## src/pmr_pkg.sv

```systemverilog
// Constants and types shared by the power controller register bank
package pmr_pkg;

   // ---------------------------------------------------------------
   // Bus addressing
   // ---------------------------------------------------------------
   localparam logic [6:0] DEV_ADDR   = 7'h5a;
   localparam logic [3:0] BYTE_BITS  = 4'h8;
   localparam logic [2:0] REG_ENABLE = 3'h0;
   localparam logic [2:0] REG_STATUS = 3'h1;
   localparam logic [2:0] REG_BUCK   = 3'h2;
   localparam logic [2:0] REG_LIN1   = 3'h3;
   localparam logic [2:0] REG_LIN2   = 3'h4;
   localparam logic [2:0] REG_LIN3   = 3'h5;

   // ---------------------------------------------------------------
   // Field positions and power-on values
   // ---------------------------------------------------------------
   localparam int         BIT_INTEN   = 6;
   localparam int         BIT_UV      = 5;
   localparam int         BIT_OT      = 4;
   localparam logic       RESTART_POR = 1'b1;
   localparam logic       SEQ_POR     = 1'b0;
   localparam logic [3:0] ON_POR      = 4'h0;
   localparam logic       INTEN_POR   = 1'b0;

   // ---------------------------------------------------------------
   // Buck code scale in millivolts
   // ---------------------------------------------------------------
   localparam logic [11:0] BUCK_BASE_MV   = 12'h320;
   localparam logic [11:0] BUCK_MID_MV    = 12'h4b0;
   localparam logic [11:0] BUCK_MAX_MV    = 12'h708;
   localparam logic [11:0] BUCK_FINE_MV   = 12'h019;
   localparam logic [11:0] BUCK_COARSE_MV = 12'h032;
   localparam logic [7:0]  BUCK_COARSE_CD = 8'h10;
   localparam logic [7:0]  BUCK_MAX_CD    = 8'h1c;

   // ---------------------------------------------------------------
   // Types
   // ---------------------------------------------------------------
   typedef struct packed {
      logic       restart_after_fault;
      logic       sequence_disable;
      logic [3:0] supply_on;
   } pmr_enable_type;

   typedef logic [3:0][7:0] pmr_codes_type;

   typedef enum logic [2:0] {
      st_idle,
      st_addr,
      st_reg,
      st_wdata,
      st_rdata
   } pmr_i2c_state_type;

   // Buck code to target millivolts; codes past the top clamp
   function automatic logic [11:0] pmr_buck_mv(input logic [7:0] code);
      logic [7:0] off;
      off = code - BUCK_COARSE_CD;
      if (code < BUCK_COARSE_CD) begin
         pmr_buck_mv = BUCK_BASE_MV + 12'(code[3:0]) * BUCK_FINE_MV;
      end else if (code <= BUCK_MAX_CD) begin
         pmr_buck_mv = BUCK_MID_MV + 12'(off[3:0]) * BUCK_COARSE_MV;
      end else begin
         pmr_buck_mv = BUCK_MAX_MV;
      end
   endfunction

   function automatic logic [1:0] pmr_code_index(input logic [2:0] ptr);
      logic [2:0] d;
      d = ptr - REG_BUCK;
      pmr_code_index = d[1:0];
   endfunction

endpackage

```

## src/pmr_regbank.sv

```systemverilog
// Serial target and control register bank of the power controller
`timescale 1ns/1ps
module pmr_regbank #(
   parameter logic [3:0]            DEF_ON    = 4'hf,
   parameter logic                  DEF_SEQ   = 1'b0,
   parameter pmr_pkg::pmr_codes_type DEF_CODES = {8'h85, 8'h85, 8'h45, 8'h08}
) (
   input  wire logic                    clk,
   input  wire logic                    rst,
   input  wire logic                    scl_in,
   input  wire logic                    sda_in,
   output      logic                    sda_out,
   output      logic                    sda_drive_n,
   input  wire logic                    en_pin,
   input  wire logic                    undervoltage_in,
   input  wire logic                    overtemp_in,
   input  wire logic [3:0]              valid_in,
   output      logic                    fault_irq_n,
   output      pmr_pkg::pmr_enable_type supply_ctrl,
   output      pmr_pkg::pmr_codes_type  volt_codes,
   output      logic [11:0]             buck_target_mv
);

   // ---------------------------------------------------------------
   // Pin synchronisation and edges
   // ---------------------------------------------------------------
   logic [8:0] sync_q;
   logic       scl_s, sda_s, en_s, uv_s, ot_s;
   logic [3:0] valid_s;
   logic       scl_d, sda_d, en_d, fault_d;
   logic       scl_rise, scl_fall, start_c, stop_c;
   logic       fault_lvl, fault_rise, en_rise, en_fall;

   // Bus lines idle high, so they come out of reset high
   pmr_sync #(
      .WIDTH   (9),
      .RST_VAL (9'h003)
   ) u_sync (
      .clk (clk),
      .rst (rst),
      .d   ({valid_in, overtemp_in, undervoltage_in, en_pin, sda_in, scl_in}),
      .q   (sync_q)
   );

   assign scl_s   = sync_q[0];
   assign sda_s   = sync_q[1];
   assign en_s    = sync_q[2];
   assign uv_s    = sync_q[3];
   assign ot_s    = sync_q[4];
   assign valid_s = sync_q[8:5];

   always_ff @(posedge clk) begin
      if (rst) begin
         scl_d   <= 1'b1;
         sda_d   <= 1'b1;
         en_d    <= 1'b0;
         fault_d <= 1'b0;
      end else begin
         scl_d   <= scl_s;
         sda_d   <= sda_s;
         en_d    <= en_s;
         fault_d <= fault_lvl;
      end
   end

   assign scl_rise   = scl_s & ~scl_d;
   assign scl_fall   = ~scl_s & scl_d;
   assign start_c    = scl_s & scl_d & sda_d & ~sda_s;
   assign stop_c     = scl_s & scl_d & ~sda_d & sda_s;
   assign fault_lvl  = uv_s | ot_s;
   assign fault_rise = fault_lvl & ~fault_d;
   // Pin tied high before reset release still gives a startup
   assign en_rise    = en_s & ~en_d;
   assign en_fall    = ~en_s & en_d;

   // ---------------------------------------------------------------
   // Serial target engine
   // ---------------------------------------------------------------
   pmr_pkg::pmr_i2c_state_type state;
   logic [3:0] cnt;
   logic       ack_phase;
   logic [7:0] shift, tx, rd_data;
   logic [2:0] ptr;
   logic       byte_done, ack_end, addr_hit, wr_now, wr_status;

   assign byte_done = scl_fall & ~ack_phase & (cnt == pmr_pkg::BYTE_BITS);
   assign ack_end   = scl_fall & ack_phase;
   assign addr_hit  = (shift[7:1] == pmr_pkg::DEV_ADDR);
   // Commit lands on the fall that opens the ack slot
   assign wr_now    = byte_done & (state == pmr_pkg::st_wdata);
   assign wr_status = wr_now & (ptr == pmr_pkg::REG_STATUS);

   always_ff @(posedge clk) begin
      if (rst) begin
         state       <= pmr_pkg::st_idle;
         cnt         <= 4'h0;
         ack_phase   <= 1'b0;
         shift       <= 8'h00;
         tx          <= 8'h00;
         ptr         <= 3'h0;
         sda_drive_n <= 1'b1;
         sda_out     <= 1'b0;
      end else if (start_c) begin
         state       <= pmr_pkg::st_addr;
         cnt         <= 4'h0;
         ack_phase   <= 1'b0;
         sda_drive_n <= 1'b1;
      end else if (stop_c) begin
         state       <= pmr_pkg::st_idle;
         ack_phase   <= 1'b0;
         sda_drive_n <= 1'b1;
      end else begin
         if (scl_rise && !ack_phase && state != pmr_pkg::st_idle) begin
            if (state != pmr_pkg::st_rdata) begin
               shift <= {shift[6:0], sda_s};
            end
            cnt <= cnt + 4'h1;
         end
         // Host nack ends a read burst
         if (scl_rise && ack_phase && state == pmr_pkg::st_rdata && sda_s) begin
            state <= pmr_pkg::st_idle;
         end
         if (byte_done) begin
            ack_phase <= 1'b1;
            case (state)
               pmr_pkg::st_addr: begin
                  if (addr_hit) begin
                     sda_drive_n <= 1'b0;
                  end else begin
                     state     <= pmr_pkg::st_idle;
                     ack_phase <= 1'b0;
                  end
               end
               pmr_pkg::st_reg: begin
                  ptr         <= shift[2:0];
                  sda_drive_n <= 1'b0;
               end
               pmr_pkg::st_wdata: sda_drive_n <= 1'b0;
               pmr_pkg::st_rdata: begin
                  sda_drive_n <= 1'b1;
                  ptr         <= ptr + 3'h1;
               end
               default: ack_phase <= 1'b0;
            endcase
         end else if (ack_end) begin
            ack_phase   <= 1'b0;
            cnt         <= 4'h0;
            sda_drive_n <= 1'b1;
            case (state)
               pmr_pkg::st_addr: begin
                  if (shift[0]) begin
                     state       <= pmr_pkg::st_rdata;
                     tx          <= rd_data;
                     sda_drive_n <= rd_data[7];
                  end else begin
                     state <= pmr_pkg::st_reg;
                  end
               end
               pmr_pkg::st_reg:   state <= pmr_pkg::st_wdata;
               pmr_pkg::st_wdata: ptr <= ptr + 3'h1;
               pmr_pkg::st_rdata: begin
                  tx          <= rd_data;
                  sda_drive_n <= rd_data[7];
               end
               default: cnt <= 4'h0;
            endcase
         end else if (scl_fall && state == pmr_pkg::st_rdata && cnt != 4'h0) begin
            tx          <= {tx[6:0], 1'b0};
            sda_drive_n <= tx[6];
         end
      end
   end

   // ---------------------------------------------------------------
   // Register storage
   // ---------------------------------------------------------------
   pmr_pkg::pmr_enable_type en_reg;
   pmr_pkg::pmr_codes_type  codes;
   logic                    int_en, uv_flag, ot_flag, wr_code;

   assign wr_code = wr_now && ptr >= pmr_pkg::REG_BUCK && ptr <= pmr_pkg::REG_LIN3;

   // Fault outranks the pin and the bus in the same cycle
   always_ff @(posedge clk) begin
      if (rst) begin
         en_reg.restart_after_fault <= pmr_pkg::RESTART_POR;
         en_reg.sequence_disable    <= pmr_pkg::SEQ_POR;
         en_reg.supply_on           <= pmr_pkg::ON_POR;
      end else if (fault_rise) begin
         en_reg.sequence_disable <= 1'b0;
         en_reg.supply_on        <= en_reg.restart_after_fault ? DEF_ON : 4'h0;
      end else if (en_rise) begin
         en_reg.sequence_disable <= DEF_SEQ;
         en_reg.supply_on        <= DEF_ON;
      end else if (en_fall) begin
         en_reg.supply_on <= 4'h0;
      end else if (wr_now && ptr == pmr_pkg::REG_ENABLE) begin
         en_reg <= shift[5:0];
      end
   end

   always_ff @(posedge clk) begin
      if (rst) begin
         int_en <= pmr_pkg::INTEN_POR;
      end else if (wr_status) begin
         int_en <= shift[pmr_pkg::BIT_INTEN];
      end
   end

   always_ff @(posedge clk) begin
      if (rst) begin
         codes <= DEF_CODES;
      end else if (fault_rise) begin
         codes <= DEF_CODES;
      end else if (wr_code) begin
         codes[pmr_pkg::pmr_code_index(ptr)] <= shift;
      end
   end

   pmr_sticky_flag u_uv_flag (
      .clk (clk),
      .rst (rst),
      .set (uv_s),
      .clr (wr_status & shift[pmr_pkg::BIT_UV]),
      .q   (uv_flag)
   );

   pmr_sticky_flag u_ot_flag (
      .clk (clk),
      .rst (rst),
      .set (ot_s),
      .clr (wr_status & shift[pmr_pkg::BIT_OT]),
      .q   (ot_flag)
   );

   // Reads have no side effects, so the mux is pure
   always_comb begin
      case (ptr)
         pmr_pkg::REG_ENABLE: rd_data = {2'b00, en_reg};
         pmr_pkg::REG_STATUS: rd_data = {1'b0, int_en, uv_flag, ot_flag, valid_s};
         pmr_pkg::REG_BUCK,
         pmr_pkg::REG_LIN1,
         pmr_pkg::REG_LIN2,
         pmr_pkg::REG_LIN3:   rd_data = codes[pmr_pkg::pmr_code_index(ptr)];
         default:             rd_data = 8'h00;
      endcase
   end

   // ---------------------------------------------------------------
   // Outputs
   // ---------------------------------------------------------------
   assign volt_codes = codes;

   // Supplies stay dark while the fault lasts; restart follows from en_reg
   always_ff @(posedge clk) begin
      if (rst) begin
         supply_ctrl    <= '0;
         fault_irq_n    <= 1'b1;
         buck_target_mv <= pmr_pkg::BUCK_BASE_MV;
      end else begin
         supply_ctrl           <= en_reg;
         supply_ctrl.supply_on <= fault_lvl ? 4'h0 : en_reg.supply_on;
         fault_irq_n           <= ~(int_en & (uv_flag | ot_flag));
         buck_target_mv        <= pmr_pkg::pmr_buck_mv(codes[0]);
      end
   end
endmodule

```

## src/pmr_sync.sv

```systemverilog
// Two-flop synchroniser for pins entering the clk domain
`timescale 1ns/1ps
module pmr_sync #(
   parameter int               WIDTH   = 1,
   parameter logic [WIDTH-1:0] RST_VAL = '0
) (
   input  wire logic             clk,
   input  wire logic             rst,
   input  wire logic [WIDTH-1:0] d,
   output      logic [WIDTH-1:0] q
);
   logic [WIDTH-1:0] meta;

   // ---------------------------------------------------------------
   // Stages
   // ---------------------------------------------------------------
   always_ff @(posedge clk) begin
      if (rst) begin
         meta <= RST_VAL;
         q    <= RST_VAL;
      end else begin
         meta <= d;
         q    <= meta;
      end
   end
endmodule

```

## src/pmr_sticky_flag.sv

```systemverilog
// Sticky fault flag with write-one-to-clear
`timescale 1ns/1ps
module pmr_sticky_flag (
   input  wire logic clk,
   input  wire logic rst,
   input  wire logic set,
   input  wire logic clr,
   output      logic q
);
   // ---------------------------------------------------------------
   // Flag
   // ---------------------------------------------------------------
   // Set beats clear so a live fault re-arms at once
   always_ff @(posedge clk) begin
      if (rst) begin
         q <= 1'b0;
      end else if (set) begin
         q <= 1'b1;
      end else if (clr) begin
         q <= 1'b0;
      end
   end
endmodule

```

## config.mk

```make
export PLATFORM = sky130hd
export DESIGN_NAME = pmr_regbank
export DESIGN_NICKNAME = d
export VERILOG_FILES = /design/src/pmr_pkg.sv /design/src/pmr_regbank.sv /design/src/pmr_sync.sv /design/src/pmr_sticky_flag.sv
export SDC_FILE = /design/constraint.sdc
export NUM_CORES = 1
export LEC_CHECK = 0
export ABC_CLOCK_PERIOD_IN_PS = 2800
export BUFFER_PORTS_ARGS = -buffer_cell sky130_fd_sc_hd__buf_2
export CORE_MARGIN = 5
export CORE_UTILIZATION = 50
export CTS_CLUSTER_DIAMETER = 60
export CTS_CLUSTER_SIZE = 14
export DETAILED_ROUTE_END_ITERATION = 8
export PLACE_DENSITY = 0.76
export SLEW_MARGIN = 20
export SYNTH_ARGS = -nofsm -noshare
export SYNTH_HDL_FRONTEND = slang
export SYNTH_HIERARCHICAL = 1
export SYNTH_SLANG_ARGS = --single-unit
```

## constraint.sdc

```tcl
create_clock -name clk -period 2.8 [get_ports clk]
set_clock_uncertainty 0.15 [all_clocks]
set_input_delay 0.28 -clock clk [delete_from_list [all_inputs] [get_ports clk]]
set_output_delay 0.28 -clock clk [all_outputs]
set_load 0.1 [all_outputs]
```

* After elaboration in Yosys (flattened, before gate mapping)
Index checks and enable logic that the tools add are counted.
** Word-level totals
- Bits in registers :: 109
- Input port bits :: 11
- Output and inout bits :: 53
- Word-level logic and storage cells :: 179
** Cells by class
- $add $sub $neg :: 6
- Multipliers :: 2
- Magnitude comparators :: 6
- Equality and inequality tests :: 17
- Muxes and demuxes :: 48
- Bitwise gates (word level) :: 35
- Reductions and logical operators :: 36
** Operator list (number)
- bitwise mux 32 bit :: 1
- two-way mux 4 bit :: 7
- two-way mux 3 bit :: 9
- two-way mux 12 bit :: 2
- one-hot mux 8 bit (3 select lines) :: 1
- two-way mux 7 bit :: 3
- bitwise AND 1 bit :: 18
- multiplier 4 x 5 -> 9 bit (second input constant) :: 2
- binary-select mux 8 bit (select 2 bit) :: 1
- demux 8 bit (select 2 bit) :: 1
- two-way mux 8 bit :: 2
- inverter 1 bit :: 15
- two-way mux 1 bit :: 14
- one-hot mux 7 bit (2 select lines) :: 1
- adder 11 x 10 -> 12 bit (first input constant) :: 1
- equality test 3 x 2 -> 1 bit (second input constant) :: 4
- one-hot mux 3 bit (2 select lines) :: 2
- adder 10 x 9 -> 11 bit (first input constant) :: 1
- logical AND 1 bit :: 11
- nonzero test 2 bit :: 5
- equality test 3 bit (second input constant) :: 3
- != test 3 bit (second input constant) :: 3
- OR reduction 3 bit :: 3
- <= comparator 8 x 5 -> 1 bit (second input constant) :: 1
- other kinds (29) :: 39

* Logic depth before layout (Yosys ltp)
- Depth in word-level cells :: 11
- Mapped depth :: 10
- Mapped depth without buffers :: 10

* Cells and area by module
The synthesis kept the hierarchy.
** By module, submodules not included
- pmr_regbank :: instances 1, cells each 502, area each 4728.3 µm², sequential area each 1781.7 µm²
- pmr_sync :: instances 1, cells each 37, area each 494.2 µm², sequential area each 360.3 µm²
- pmr_sticky_flag :: instances 2, cells each 4, area each 38.8 µm², sequential area each 20.0 µm²

* Worst setup path after synthesis
Ideal clock, no wire load.
- Path kind :: flip-flop to flip-flop
- Start point :: reg codes (netlist bit volt_codes[2])
- End point :: reg buck_target_mv[8]
- Library setup time :: 0.122 ns
- Data arrival time :: 3.101 ns
- Data required time :: 2.528 ns
- Path slack :: -0.573 ns
- Stages on the path, launching flop included :: 10
- Path buffers :: 0
- Clock period less this slack :: 3.373 ns
- Path through :: dfxtp_1 -> inv_1 -> ha_1 -> xnor2_1 -> ha_1 -> ha_1 -> a21o_1 -> a21oi_1 -> xor2_1 -> o32a_1
** Between the ends
- Cells in the longest elaborated chain, start to end :: 5
- Elaborated cells on any way between the ends :: 9
- Those cells by class :: 3 x add/sub; 2 x mul; 2 x order compare; 2 x mux
** Ends and longest elaborated chain
- start: declaration :: RTL line pmr_regbank.sv:178 : pmr_pkg::pmr_codes_type codes;
- start signal: indexed assignment :: RTL line pmr_regbank.sv:216 : codes[pmr_pkg::pmr_code_index(ptr)] <= shift;
- subtractor 4 x 1 -> 4 bit :: RTL line pmr_pkg.sv:60 : off = code - BUCK_COARSE_CD;
- multiplier 4 x 5 -> 9 bit :: RTL line pmr_pkg.sv:64 : pmr_buck_mv = BUCK_MID_MV + 12'(off[3:0]) * BUCK_COARSE_MV;
- adder 11 x 10 -> 12 bit :: RTL line pmr_pkg.sv:64
- two-way mux 12 bit :: RTL line pmr_pkg.sv:63 : end else if (code <= BUCK_MAX_CD) begin
- two-way mux 12 bit (*) :: RTL line pmr_pkg.sv:61 : if (code < BUCK_COARSE_CD) begin
- end signal: assignment :: RTL line pmr_regbank.sv:259 : buck_target_mv <= pmr_pkg::BUCK_BASE_MV;
- end signal: assignment :: RTL line pmr_regbank.sv:264 : buck_target_mv <= pmr_pkg::pmr_buck_mv(codes[0]);
- end: declaration :: RTL line pmr_regbank.sv:21 : output logic [11:0] buck_target_mv
Mark *: on every way between the ends. The rest lies on a longest branch, timed or not.
A chain may end at the register's enable or synchronous reset.

* Worst setup path after layout
Same ends and word-level chain as after synthesis.

==> results by group <==
Run
  • Max-Cap Viols: 0

Layout
  • Commonest cells after routing, fill and taps aside: dfxtp_1 (105), buf_2 (62), nor2_1 (56)
  • Nets: 649
  • Most common cell after layout, fill and taps aside: dfxtp_1
  • Area grow syn2layout: 14.2%
  • Ratio of cells with drive above 1 in the final layout: 20.0%
  • Max reg flops: 32
  • Antenna Diode Count: 0

Min path
  • Hold path start: rst
  • Worst Hold Endpoint: en_d$_SDFF_PP0_
  • Hold Path Stages: 2
  • Hold crit path type: input port to register

GRT
  • GR Util met2: 33.6%
  • Met3 GRT Util: 3.21%
  • GR Overflow Total: 0
  • Global route hottest layer: met2
  • Vias in the first global route: 4,279
  • Initial antenna violation count: 0
  • Global router's overall resource usage: 20.6%
  • GRT met1 Usage: 27.9%
  • First-pass GRT wire length: 21.5 mm
  • Largest net degree at the start of global routing: 28

CTS
  • Sink Count: 109
  • CTS tree: done
  • H-tree levels: 3
  • Worst skew pair latency: 0.36 ns
  • Setup bufs post-CTS: 0
  • CTS buffer count: 9
  • CTS max path bufs: 2
  • CTS Root Cell: clkbuf_8
  • Clock transition at path regs: 0.10 ns

Critical path
  • Critical path endpoint category: register
  • Worst Path Required: 2.90 ns
  • WP data arrival: 2.79 ns
  • FF-to-FF setup slack: 0.11 ns
  • Crit-path max FO: 9
  • Launching element type of the critical path: register
  • Critical path class: register to register
  • Reg2reg end: buck_target_mv[8]$_SDFF_PP1_
  • Cells on worst reg2reg path: 8
  • Crit Reg-Reg Startpoint: volt_codes[2]$_SDFFE_PP0P_

Die
  • # rows: 37
  • Core area: 10,300 um2
  • Die area: 12,800 um2
  • IO Count: 64
  • Initial Utilization: 51.3%
  • Die H: 113 um
  • Die W: 113 um

Timing
  • Achievable Freq: 372 MHz
  • Final Hold Fails: 0
  • Setup TNS: 0 ns
  • Post-layout min period: 2.69 ns
  • Final setup fails: 0
  • Final Max Slew Viols: 0
  • Slew HR: 47.8%
  • Final Worst Setup Slack: 0.114 ns
  • Fin crit share: 95.9%
  • Worst Tran Pin Value: 0.778 ns

Status
  • Status: completed

Logic synthesis
  • Yosys warns: 6
  • Top cells by area, synth: dfxtp_1 (41%), mux2i_1 (8.7%), ha_1 (6.4%)
  • Top cell type's share of synthesized area: 41.2%
  • Register area share after synthesis: 41.2%
  • Top FF cell, synth: dfxtp_1
  • Gate Count Post-Synth: 547
  • Synthesized area per cell: 9.69 um2
  • Net count after synthesis: 586
  • Synth unique cells: 70
  • Post-Syn Area: 5300 um2
  • Post-synth EDFFs: 0
  • Largest area contributor in the netlist: dfxtp_1
  • Fraction of registers with async set/reset: 0%
  • Synth Register Bits: 109

Power
  • Power Density: 463 nW/um2
  • Reg power frac: 56.8%
  • Clock share of power: 37.0%
  • Worst vdd ir: 0.295 mV
  • Combinational share of power: 6.2%
  • LEAKAGE: 0.00268 uW
  • Pwr Total: 2800 uW
  • P_int: 2160 uW
  • NetSw: 647 uW
  • Switching part of the total: 23.1%

Route
  • Antenna Nets Post-Route: 0
  • 1st-pass router iterations: 5
  • DRT iter0 DRCs: 338
  • WL per Instance: 17.2 um
  • Routed Wire Length: 12.9 mm
  • DR vias/cell: 5.88
  • Routed via count: 4,414
  • DRC Markers: 0

Placed design
  • Gpl congestion: 0.870
  • Placed wire-length estimate: 9.54 mm
  • Port bufs: 62
  • Pre-CTS setup slack: 0.100 ns
[metal layers]
layer	up-vias	routed length (um)
met5	-	0
met4	0	273
met3	28	970
met2	183	6000
met1	2123	5710
li1	2080	-
[cells by family (layout without fill, tap and decap cells)]
kind of cell,count (synthesis),count (layout),share of synthesized area [%]
other,1,1,0.0708
AND/OR/NAND/NOR,184,184,19.7
multiplexers,54,54,12.1
XOR/XNOR,11,11,2.08
flip-flops,109,109,41.2
AO/OA/AOI/OAI,107,107,13.6
adder cells (fa/ha/maj),28,28,6.75
buffers and inverters,53,121,4.49
[synth_stat cells, drive strengths merged, types with 11 or more instances]
cell	number
a21oi	20
a22oi	11
a31oi	14
buf	17
clkbuf	14
dfxtp	109
ha	27
inv	22
mux2i	46
nand2	26
nand3	15
nor2	56
nor2b	13
o21ai	20
[critical path, cell delays in order (launching register included)]
cell and delay (ns):
dfxtp_4 0.42, inv_1 0.09, ha_1 0.40, xnor2_1 0.17, ha_1 0.23, or3_1 0.40
a21oi_1 0.26, xnor3_1 0.27, o32a_1 0.18
[how the worst max path moves through the flow]
stage | startpoint | endpoint | slack (ns) | cells past startpoint
3_3_place_gp | volt_codes[2]$_SDFFE_PP0P_ | buck_target_mv[8]$_SDFF_PP1_ | 0.20 | 9
3_5_place_dp | volt_codes[2]$_SDFFE_PP0P_ | buck_target_mv[8]$_SDFF_PP1_ | 0.10 | 9
2_1_floorplan | volt_codes[3]$_SDFFE_PP1P_ | buck_target_mv[8]$_SDFF_PP1_ | 0.03 | 8
4_1_cts | volt_codes[2]$_SDFFE_PP0P_ | buck_target_mv[8]$_SDFF_PP1_ | 0.09 | 9
5_1_grt | volt_codes[2]$_SDFFE_PP0P_ | buck_target_mv[10]$_SDFF_PP0_ | -0.01 | 10
6_report | volt_codes[2]$_SDFFE_PP0P_ | buck_target_mv[8]$_SDFF_PP1_ | 0.11 | 8
[power by group through the flow]
stage | clock network, uW | registers [uW] | logic [uW]
final | 1040 | 1590 | 173
after global routing | 1120 | 1600 | 185
after CTS | 1060 | 1590 | 171
after detailed placement | 0 | 1630 | 161
after global placement | 0 | 1630 | 159
after floorplan | 0 | 1670 | 80.9
[metrics by stage]
| step | hold slack, ns | instance area [um2] | cells | utilization (%) |
|---|---|---|---|---|
| final | 0.124 | 6050 | 751 | 58.6 |
| after global routing | 0.131 | 6050 | 751 | 58.6 |
| after CTS | 0.115 | 6030 | 751 | 58.4 |
| after detailed placement | 0.237 | 5730 | 726 | 55.5 |
| after global placement | 0.238 | 5730 | 726 | 55.5 |
| after floorplan | 0.192 | 5310 | 547 | - |
[repair_timing]
item | 4_1_cts | 5_1_grt
setup endpoints to repair | 0 | 2
endpoints found under the hold margin | 9 | 0
hold buffers | 9 | 0
gates resized for setup | 0 | 4
[area by class of cell]
cell class,count,area [um2]
Fill cell,902,4270
Clock inverter,4,71.3
Multi-Input combinational cell,385,2900
Inverter,22,82.6
Sequential cell,109,2190
Clock buffer,12,145
Timing Repair Buffer,83,490
Tap cell,136,170
No activity file was read; power rests on OpenSTA's default activity.
